--- src/logic/gamma_sel_pkg.sv ---
/*
 * Constants for the gamma table bank selection block: register index,
 * field positions, reset value and bank and overlay encodings.
 * Assumes a 32-bit classic Wishbone register bus, word addressed.
 */
`default_nettype none

package gamma_sel_pkg;

    // register indices; byte address is four times the index
    localparam logic [11:0] GAMMA_CONTROL_IDX = 12'h83e;
    localparam logic [11:0] GAMMA_STATUS_IDX  = 12'h8f0;
    localparam logic [15:0] GAMMA_CONTROL_RST = 16'h0000;

    // control field positions
    localparam int MAIN_BYPASS_BIT = 14;
    localparam int PIP2_BYPASS_BIT = 13;
    localparam int PIP1_BYPASS_BIT = 12;
    localparam int PIP_SEL_LSB     = 10;
    localparam int WR_COLOR_LSB    = 8;
    localparam int BANK_SEL_LSB    = 4;
    localparam int EXPAND_BIT      = 3;
    localparam int CLIP_DIS_BIT    = 2;
    localparam int AUTO_INC_BIT    = 1;
    localparam int LUT_EN_BIT      = 0;
    // bits 15, 7 and 6 are not stored and read as zero
    localparam logic [15:0] CONTROL_MASK = 16'h7f3f;

    // status field positions
    localparam int STAT_CORRECT_LSB  = 0;
    localparam int STAT_BANK_B_LSB   = 3;
    localparam int STAT_CONFLICT_LSB = 6;
    localparam int STAT_HOST_A_BIT   = 9;
    localparam int STAT_HOST_B_BIT   = 10;

    // window numbering inside the block
    localparam int WIN_MAIN = 0;
    localparam int WIN_PIP1 = 1;
    localparam int WIN_PIP2 = 2;
    localparam int NUM_WIN  = 3;

    // display bank select encodings
    localparam logic [1:0] BANK_A_VIEW  = 2'h0;
    localparam logic [1:0] BANK_B_VIEW  = 2'h1;
    localparam logic [1:0] BANK_SPLIT   = 2'h2;
    localparam logic [1:0] BANK_HOST    = 2'h3;

    // overlay select encodings
    localparam logic [1:0] PIP_BOTH     = 2'h0;
    localparam logic [1:0] PIP_ONLY1    = 2'h1;
    localparam logic [1:0] PIP_ONLY2    = 2'h2;
    localparam logic [1:0] PIP_RESERVED = 2'h3;

endpackage : gamma_sel_pkg

`default_nettype wire

--- src/logic/window_sel_if.sv ---
/*
 * Carries one window's selection between the control decoder and the
 * per-window output stage. Assumes both ends share one clock.
 */
`timescale 1ns/100ps
`default_nettype none

interface window_sel_if;
    logic assigned;   // bank mode gives this window a table
    logic use_b;      // that table is bank B
    logic bypass;     // software bypass bit
    logic correct;    // registered: window is corrected
    logic bank_b;     // registered: correction uses bank B
    logic conflict;   // registered: unassigned but not bypassed

    modport ctrl  (output assigned, output use_b, output bypass,
                   input correct, input bank_b, input conflict);
    modport route (input assigned, input use_b, input bypass,
                   output correct, output bank_b, output conflict);
endinterface : window_sel_if

`default_nettype wire

--- src/logic/window_gamma_lut_select.sv ---
/*
 * Gamma table bank selection for the main window and two overlays.
 * Holds the gamma control register on a classic Wishbone slave, decodes
 * the bank and overlay fields and drives registered per-window selects.
 *
 * Control word (16 bits, low half of the bus word):
 *   [15]    not stored, reads zero
 *   [14]    main window bypass
 *   [13]    second overlay bypass
 *   [12]    first overlay bypass
 *   [11:10] overlay select, only used in the split bank mode
 *   [9:8]   table write colour, passed to the table datapath
 *   [7:6]   not stored, read zero
 *   [5:4]   display bank mode
 *   [3]     extra bit expansion, passed on
 *   [2]     extra bit clip disable, passed on
 *   [1]     table address auto increment, passed on
 *   [0]     table enable, stored and passed on, gates nothing here
 *
 * Status word (read only, follows the registered selects):
 *   [2:0]   window corrected: main, first, second overlay
 *   [5:3]   window uses bank B, same order
 *   [8:6]   window neither assigned nor bypassed
 *   [9]     host may reach bank A
 *   [10]    host may reach bank B
 *
 * Assumes the pixel pipeline runs on MCLK and the bus master is classic.
 * Bus inputs come from logic on MCLK, so none of them is synchronised.
 * Writes land on the edge at which the master sees ack.
 * The table banks and their access ports live outside this block.
 */
`timescale 1ns/100ps
`default_nettype none

module window_gamma_lut_select
    import gamma_sel_pkg::*;
#(
    parameter int ADR_W = 16
)
(
    // clock and reset
    input  wire logic              MCLK,
    input  wire logic              RST,
    // classic wishbone slave
    input  wire logic              CYC_I,
    input  wire logic              STB_I,
    input  wire logic              WE_I,
    input  wire logic [ADR_W-1:2]  ADR_I,
    input  wire logic [3:0]        SEL_I,
    input  wire logic [31:0]       DAT_I,
    output logic      [31:0]       DAT_O,
    output logic                   ACK_O,
    // per-window gamma selects
    output logic                   MAIN_GAMMA_EN,
    output logic                   MAIN_GAMMA_BANK_B,
    output logic                   PIP1_GAMMA_EN,
    output logic                   PIP1_GAMMA_BANK_B,
    output logic                   PIP2_GAMMA_EN,
    output logic                   PIP2_GAMMA_BANK_B,
    // host table access grants
    output logic                   HOST_BANK_A_EN,
    output logic                   HOST_BANK_B_EN,
    // remaining control fields for the table datapath
    output logic      [1:0]        WRITE_COLOR,
    output logic                   EXPAND_EN,
    output logic                   CLIP_DISABLE,
    output logic                   AUTO_INC,
    output logic                   LUT_ENABLE
);

    import gamma_sel_pkg::*;

    // registered control word and its per-window decode
    logic [15:0]        gamma_control;
    logic [NUM_WIN-1:0] assigned;
    logic [NUM_WIN-1:0] use_b;
    logic [NUM_WIN-1:0] bypass;
    logic [NUM_WIN-1:0] correct;
    logic [NUM_WIN-1:0] bank_b;
    logic [NUM_WIN-1:0] conflict;
    logic [1:0]         bank_sel;
    logic [1:0]         pip_sel;
    logic               host_a;
    logic               host_b;
    // bus decode and read views
    logic               req;
    logic               hit_ctrl;
    logic               hit_stat;
    logic [15:0]        status;
    logic [15:0]        next_control;

    // the two fields that steer the bank assignment
    assign bank_sel = gamma_control[BANK_SEL_LSB +: 2];
    assign pip_sel  = gamma_control[PIP_SEL_LSB +: 2];

    ////////////////////////////////////////////////////////////////////
    // bus decode: word index compare, unmapped reads return zero
    // only index bits 13:2 are decoded, so the registers alias upward;
    // a wider map must decode the upper address bits outside
    assign req      = CYC_I & STB_I;
    assign hit_ctrl = (ADR_I[13:2] == GAMMA_CONTROL_IDX);
    assign hit_stat = (ADR_I[13:2] == GAMMA_STATUS_IDX);

    // ack one cycle after the request, dropped the cycle after
    // keeping ack off for a cycle after each pulse stops a request
    // that is still held from being taken a second time
    always_ff @(posedge MCLK or posedge RST)
    begin
        if (RST)
            ACK_O <= 1'b0;
        else
            ACK_O <= req & ~ACK_O;
    end

    // read data is captured before ack so it is stable while ack is high
    always_ff @(posedge MCLK or posedge RST)
    begin
        if (RST)
            DAT_O <= 32'h0000_0000;
        else if (req & ~ACK_O & ~WE_I)
        begin
            if (hit_ctrl)
                DAT_O <= {16'h0000, gamma_control};
            else if (hit_stat)
                DAT_O <= {16'h0000, status};
            else
                DAT_O <= 32'h0000_0000;
        end
    end

    // byte lanes 0 and 1 carry the register; unstored bits stay zero
    // lanes 2 and 3 carry nothing and are dropped
    always_comb
    begin
        next_control = gamma_control;
        if (SEL_I[0])
            next_control[7:0] = DAT_I[7:0];
        if (SEL_I[1])
            next_control[15:8] = DAT_I[15:8];
        next_control = next_control & CONTROL_MASK;
    end

    // the write lands on the edge that completes the handshake
    // a cycle the master abandons before ack leaves the register as it
    // was, so a half finished access never changes the selects
    always_ff @(posedge MCLK or posedge RST)
    begin
        if (RST)
            gamma_control <= GAMMA_CONTROL_RST;
        else if (req & ACK_O & WE_I & hit_ctrl)
            gamma_control <= next_control;
    end

    ////////////////////////////////////////////////////////////////////
    // bank assignment per window from the display bank mode
    always_comb
    begin
        assigned = '0;
        use_b    = '0;
        unique case (bank_sel)
            // bank A serves main and first overlay, host gets bank B
            BANK_A_VIEW:
            begin
                assigned[WIN_MAIN] = 1'b1;
                assigned[WIN_PIP1] = 1'b1;
            end
            // the same windows on bank B, host gets bank A
            BANK_B_VIEW:
            begin
                assigned[WIN_MAIN] = 1'b1;
                assigned[WIN_PIP1] = 1'b1;
                use_b[WIN_MAIN]    = 1'b1;
                use_b[WIN_PIP1]    = 1'b1;
            end
            // main on bank A, selected overlays on bank B, no host
            BANK_SPLIT:
            begin
                assigned[WIN_MAIN] = 1'b1;
                use_b[WIN_PIP1]    = 1'b1;
                use_b[WIN_PIP2]    = 1'b1;
                // the overlay field is read in this mode only
                unique case (pip_sel)
                    PIP_BOTH:
                    begin
                        assigned[WIN_PIP1] = 1'b1;
                        assigned[WIN_PIP2] = 1'b1;
                    end
                    PIP_ONLY1:
                        assigned[WIN_PIP1] = 1'b1;
                    PIP_ONLY2:
                        assigned[WIN_PIP2] = 1'b1;
                    PIP_RESERVED:
                        assigned[WIN_PIP1] = 1'b0;
                endcase
            end
            // host owns both banks, nothing is corrected
            BANK_HOST:
                assigned = '0;
        endcase
    end

    // bypass bits per window
    // bypass wins over any assignment; software keeps it set for a
    // window that the bank mode leaves without a table
    assign bypass[WIN_MAIN] = gamma_control[MAIN_BYPASS_BIT];
    assign bypass[WIN_PIP1] = gamma_control[PIP1_BYPASS_BIT];
    assign bypass[WIN_PIP2] = gamma_control[PIP2_BYPASS_BIT];

    ////////////////////////////////////////////////////////////////////
    // one output stage per window, joined through the carrier interface
    // every stage registers its selects, so all windows switch on the
    // same edge and never show half of a control write
    genvar w;
    generate
        for (w = 0; w < NUM_WIN; w++)
        begin : g_win
            window_sel_if sel_bus ();

            assign sel_bus.assigned = assigned[w];
            assign sel_bus.use_b    = use_b[w];
            assign sel_bus.bypass   = bypass[w];
            assign correct[w]       = sel_bus.correct;
            assign bank_b[w]        = sel_bus.bank_b;
            assign conflict[w]      = sel_bus.conflict;

            window_gamma_route u_route
            (
                .clk (MCLK),
                .rst (RST),
                .sel (sel_bus.route)
            );
        end
    endgenerate

    assign MAIN_GAMMA_EN     = correct[WIN_MAIN];
    assign MAIN_GAMMA_BANK_B = bank_b[WIN_MAIN];
    assign PIP1_GAMMA_EN     = correct[WIN_PIP1];
    assign PIP1_GAMMA_BANK_B = bank_b[WIN_PIP1];
    assign PIP2_GAMMA_EN     = correct[WIN_PIP2];
    assign PIP2_GAMMA_BANK_B = bank_b[WIN_PIP2];

    ////////////////////////////////////////////////////////////////////
    // host access: a bank is never granted while it serves the display
    // grants follow the same control edge as the window selects, so no
    // bank shows as granted and displayed in one cycle
    always_ff @(posedge MCLK or posedge RST)
    begin
        if (RST)
        begin
            host_a <= 1'b0;
            host_b <= 1'b0;
        end
        else
        begin
            host_a <= (bank_sel == BANK_B_VIEW) | (bank_sel == BANK_HOST);
            host_b <= (bank_sel == BANK_A_VIEW) | (bank_sel == BANK_HOST);
        end
    end

    assign HOST_BANK_A_EN = host_a;
    assign HOST_BANK_B_EN = host_b;

    // plain control fields for the datapath, registered for timing
    // they only pass through; their effect lives in the table datapath
    always_ff @(posedge MCLK or posedge RST)
    begin
        if (RST)
        begin
            WRITE_COLOR  <= 2'h0;
            EXPAND_EN    <= 1'b0;
            CLIP_DISABLE <= 1'b0;
            AUTO_INC     <= 1'b0;
            LUT_ENABLE   <= 1'b0;
        end
        else
        begin
            WRITE_COLOR  <= gamma_control[WR_COLOR_LSB +: 2];
            EXPAND_EN    <= gamma_control[EXPAND_BIT];
            CLIP_DISABLE <= gamma_control[CLIP_DIS_BIT];
            AUTO_INC     <= gamma_control[AUTO_INC_BIT];
            LUT_ENABLE   <= gamma_control[LUT_EN_BIT];
        end
    end

    // status view of what the pipeline is really doing
    // built from the registered selects, so it lags control by one
    // cycle just as the window outputs do
    always_comb
    begin
        status = 16'h0000;
        status[STAT_CORRECT_LSB +: NUM_WIN]  = correct;
        status[STAT_BANK_B_LSB +: NUM_WIN]   = bank_b;
        status[STAT_CONFLICT_LSB +: NUM_WIN] = conflict;
        status[STAT_HOST_A_BIT]              = host_a;
        status[STAT_HOST_B_BIT]              = host_b;
    end

endmodule : window_gamma_lut_select

`default_nettype wire

--- src/logic/window_gamma_route.sv ---
/*
 * Output stage for one display window: merges the bank assignment with
 * the window's bypass bit into registered select outputs.
 * Assumes inputs come from logic on the same clock.
 */
`timescale 1ns/100ps
`default_nettype none

module window_gamma_route
(
    // clock and reset
    input  wire logic     clk,
    input  wire logic     rst,
    // selection of this window
    window_sel_if.route   sel
);

    ////////////////////////////////////////////////////////////////////
    // a set bypass bit always wins over the bank assignment
    always_ff @(posedge clk or posedge rst)
    begin
        if (rst)
        begin
            sel.correct <= 1'b0;
            sel.bank_b  <= 1'b0;
        end
        else
        begin
            sel.correct <= sel.assigned & ~sel.bypass;
            sel.bank_b  <= sel.assigned & ~sel.bypass & sel.use_b;
        end
    end

    // flag a setting software should never leave; correction stays off
    always_ff @(posedge clk or posedge rst)
    begin
        if (rst)
            sel.conflict <= 1'b0;
        else
            sel.conflict <= ~sel.assigned & ~sel.bypass;
    end

endmodule : window_gamma_route

`default_nettype wire

--- config.mk ---
export PLATFORM = sky130hd
export DESIGN_NAME = window_gamma_lut_select
export DESIGN_NICKNAME = d
export VERILOG_FILES = /design/src/logic/gamma_sel_pkg.sv /design/src/logic/window_sel_if.sv /design/src/logic/window_gamma_lut_select.sv /design/src/logic/window_gamma_route.sv
export SDC_FILE = /design/constraint.sdc
export NUM_CORES = 1
export LEC_CHECK = 0
export BUFFER_PORTS_ARGS = -buffer_cell sky130_fd_sc_hd__buf_2
export CORE_UTILIZATION = 51
export CTS_BUF_LIST = sky130_fd_sc_hd__clkbuf_2 sky130_fd_sc_hd__clkbuf_4 sky130_fd_sc_hd__clkbuf_8
export DETAILED_ROUTE_END_ITERATION = 10
export MAX_ROUTING_LAYER = met4
export PLACE_DENSITY = 0.95
export SLEW_MARGIN = 20
export SYNTH_ARGS = -nofsm -noshare
export SYNTH_HDL_FRONTEND = slang
export SYNTH_HIERARCHICAL = 1
export SYNTH_SLANG_ARGS = --single-unit
--- constraint.sdc ---
create_clock -name MCLK -period 2.17 [get_ports MCLK]
set_input_delay 0.217 -clock MCLK [delete_from_list [all_inputs] [get_ports MCLK]]
set_output_delay 0.217 -clock MCLK [all_outputs]
set_load 0.005 [all_outputs]
==> results.toml <==
[flow_run]
drv_cap = 0

[die]
die_w_um = 65.30
io-pin-count = 102
rows = 22
design.die.area_um2 = 4263
die_h_um = 65.30
start_util_pct = 54.58
coreArea_um2 = 3744

[yosys]
yosys_warnings = 6
synth_area_leader_cell = "dfrtp_1"
synth_area_um2 = 2043
yosysSeqAreaShare_pct = 56.34
synth_cell_types = 33
synth_top_area_share_pct = 56.34
ys_ff_latch = 46
synth.area.top_cells = "dfrtp_1 (56%), buf_4 (6.2%), mux2_4 (5.1%)"
avgSynthCellArea_um2 = 13.99
synthCells = 146

[timing]
period_share_pct = 85.86
fin_ws_ps = 306.8
fin_setup_tns_ps = 0
hold_viol_final = 0
setup_violations = 0
slew-limit-headroom_pct = 53.73
slew_viol_final = 0
max_freq_mhz = 536.7
rsz0062_at_grt = "no"
skew_ps = 3.023
tightest_slew_ps = 688.9
period_minus_slack_ps = 1863

[placement]
place.gp.congestion = 0.7706
placedInstanceArea_um2 = 2318
place_ws_ps = 344.1
hpwl_mm = 2.930
port_buffers = 61

[cells_and_area]
nFillCells = 280
fin_nets = 270
drive_above_1_share_pct = 49.77
syn_to_final_growth_pct = 18.37
antennaDiodeCount = 0
seq_area_um2 = 1151
fin_area_um2 = 2419
multi_input_area_um2 = 757.0

[global_route]
grt_max_degree = 27
grt_pass1_wl_mm = 6.106
grt_pass1_vias = 1286
grt_usage_pct = 20.46
antenna_found_initial = 0
grt_overflow = 0

[routing]
post_drt_wl_per_cell_um = 14.54
wl_mm = 3.795
dr_total_vias = 1309
ant_nets = 0
dr.pass1.iters = 4
routed_via_density = 5.015
drcViolationCount = 0
first_iter_violations = 65

[power]
power_density_nw_per_um2 = 602.4
intPower_mw = 1.129
clockPowerShare_pct = 35.8
pwr-share-comb_pct = 5.3
switchingPower_mw = 0.3278
p_sw_share_pct = 22.50
leakagePower_nw = 1.400
irDropWorstVdd_uv = 277.6
sequentialPowerShare_pct = 58.9

[clock_tree]
clock_latency_ps = 300
cts_root_buf = "clkbuf_8"
clk_pin_slew_ps = 80
cts_made_buffers = 5
postCtsSetupRepairBufs = 0
cts.path.max_buffers = 2
htreeDepth = 2
clock-sinks = 46
tritoncts = "yes"

[setup_path]
setup.worst_path.end_class = "flip-flop"
critPathMaxFanout = 11
crit_required_ps = 2410
crit_arrival_ps = 2100
critPathLaunchType = "flip-flop"
path_class = "reg2reg"

[hold_path]
min_path_type = "in2reg"

[status]
outcome = "finished, final reports clean"
[metrics by stage]
stage	power (mW)	instances	hold WS (ps)	utilization [%]
after floorplan	0.9313	162	-29.36	-
after global placement	0.9485	252	119.4	61.93
after detailed placement	0.9518	252	130.8	61.93
after CTS	1.466	261	134.0	64.61
after global routing	1.516	261	118.9	64.61
final	1.457	261	140.9	64.61
[critical path: stages (launching register included)]
cell and delay (ps):
dfrtp_1 410, and4bb_1 340, nand3_1 140, nor4_4 620, a221o_2 290
[cells by family (layout without fill, tap and decap cells)]
kind of cell | Yosys count | count (layout) | share of synthesized area (%)
AOI/OAI and AO/OA | 15 | 15 | 7.471
adders and majority gates | 3 | 3 | 1.837
buffers and inverters | 29 | 80 | 9.553
DFF | 46 | 46 | 56.34
muxes | 14 | 14 | 8.940
other | 1 | 17 | 0.1835
and+or+nand+nor | 38 | 38 | 15.68
[power groups by stage]
stage | combinational (mW) | clock (mW) | sequential [mW]
global placement | 0.0728 | 0 | 0.876
finish | 0.0769 | 0.522 | 0.858
detailed placement | 0.0762 | 0 | 0.876
CTS | 0.0778 | 0.530 | 0.858
global route | 0.0868 | 0.570 | 0.859
floorplan | 0.0556 | 0 | 0.876
[cell usage after synthesis (all sizes together)]
| master | count |
|---|---|
| and2b | 12 |
| nand3 | 2 |
| nor4b | 1 |
| nor2b | 1 |
| or2 | 1 |
| nand4 | 1 |
| mux2i | 1 |
| buf | 20 |
| a221o | 9 |
| inv | 8 |
| nor2 | 5 |
| ha | 3 |
| a22o | 6 |
| and4b | 2 |
| nand3b | 1 |
| mux2 | 13 |
| and4bb | 2 |
| dfrtp | 46 |
| and3b | 4 |
| clkbuf | 1 |
| or3 | 1 |
| nand2 | 4 |
| nor4 | 1 |
| conb | 1 |
[flip-flops by register name, summed over array words and instances (netlist names), 2 cells and up]
name	count
DAT_O	15
g_win.u_route/sel.correct	3
WRITE_COLOR	2
gamma_control	13
g_win.u_route/sel.bank_b	3
g_win.u_route/sel.conflict	3
[per-layer routing]
layer | share of wire (%) | routed length, µm | up-vias | GRT usage [%]
met2 | 51 | 1938 | 43 | 33.76
met5 | 0 | 0 | - | -
met3 | 4.2 | 160 | 5 | 5.556
met4 | 1.2 | 44 | 0 | 7.880
li1 | - | - | 606 | -
met1 | 44 | 1652 | 655 | 23.82
[path summary, 6_finish.rpt]
check | start | end | slack [ps] | cells after the start
worst min-delay path | DAT_I[14] | gamma_control[14] | 140 | 2
max in group asynchronous | RST | gamma_control[8] | 970 | 4
min in group asynchronous | RST | g_win[0].u_route/sel.conflict | 360 | 3
worst max register to register | ACK_O | DAT_O[0] | 310 | 4
worst min register to register | gamma_control[2] | CLIP_DISABLE | 400 | 0
worst max-delay path | ACK_O | DAT_O[0] | 310 | 4
[placed cells by master (no fill, tap or decap), drive strengths merged, types with 2 or more instances in the layout]
cell type	netlist	layout
and2b	12	12
and4b	2	2
clkinv	0	2
dfrtp	46	46
a22o	6	6
mux2	13	13
and4bb	2	2
nand3	2	2
buf	20	63
ha	3	3
nand2	4	4
conb	1	17
clkbuf	1	6
nor2	5	5
a221o	9	9
inv	8	8
and3b	4	4
[cell type report]
cell class,count,area share [%]
clock buffer,6,3.156
sequential,46,47.59
clock inverter,2,0.5691
inverter,8,1.242
tap,48,2.483
timing repair buffer,64,13.66
multi-input combinational,87,31.30
[repair_timing]
action / CTS / global route
hold buffers: 1 / 0
endpoints found under the setup margin: 0 / 0
hold endpoints to repair: 20 / 0
resized for setup: 0 / 0
No activity file was read; power rests on OpenSTA's default activity.
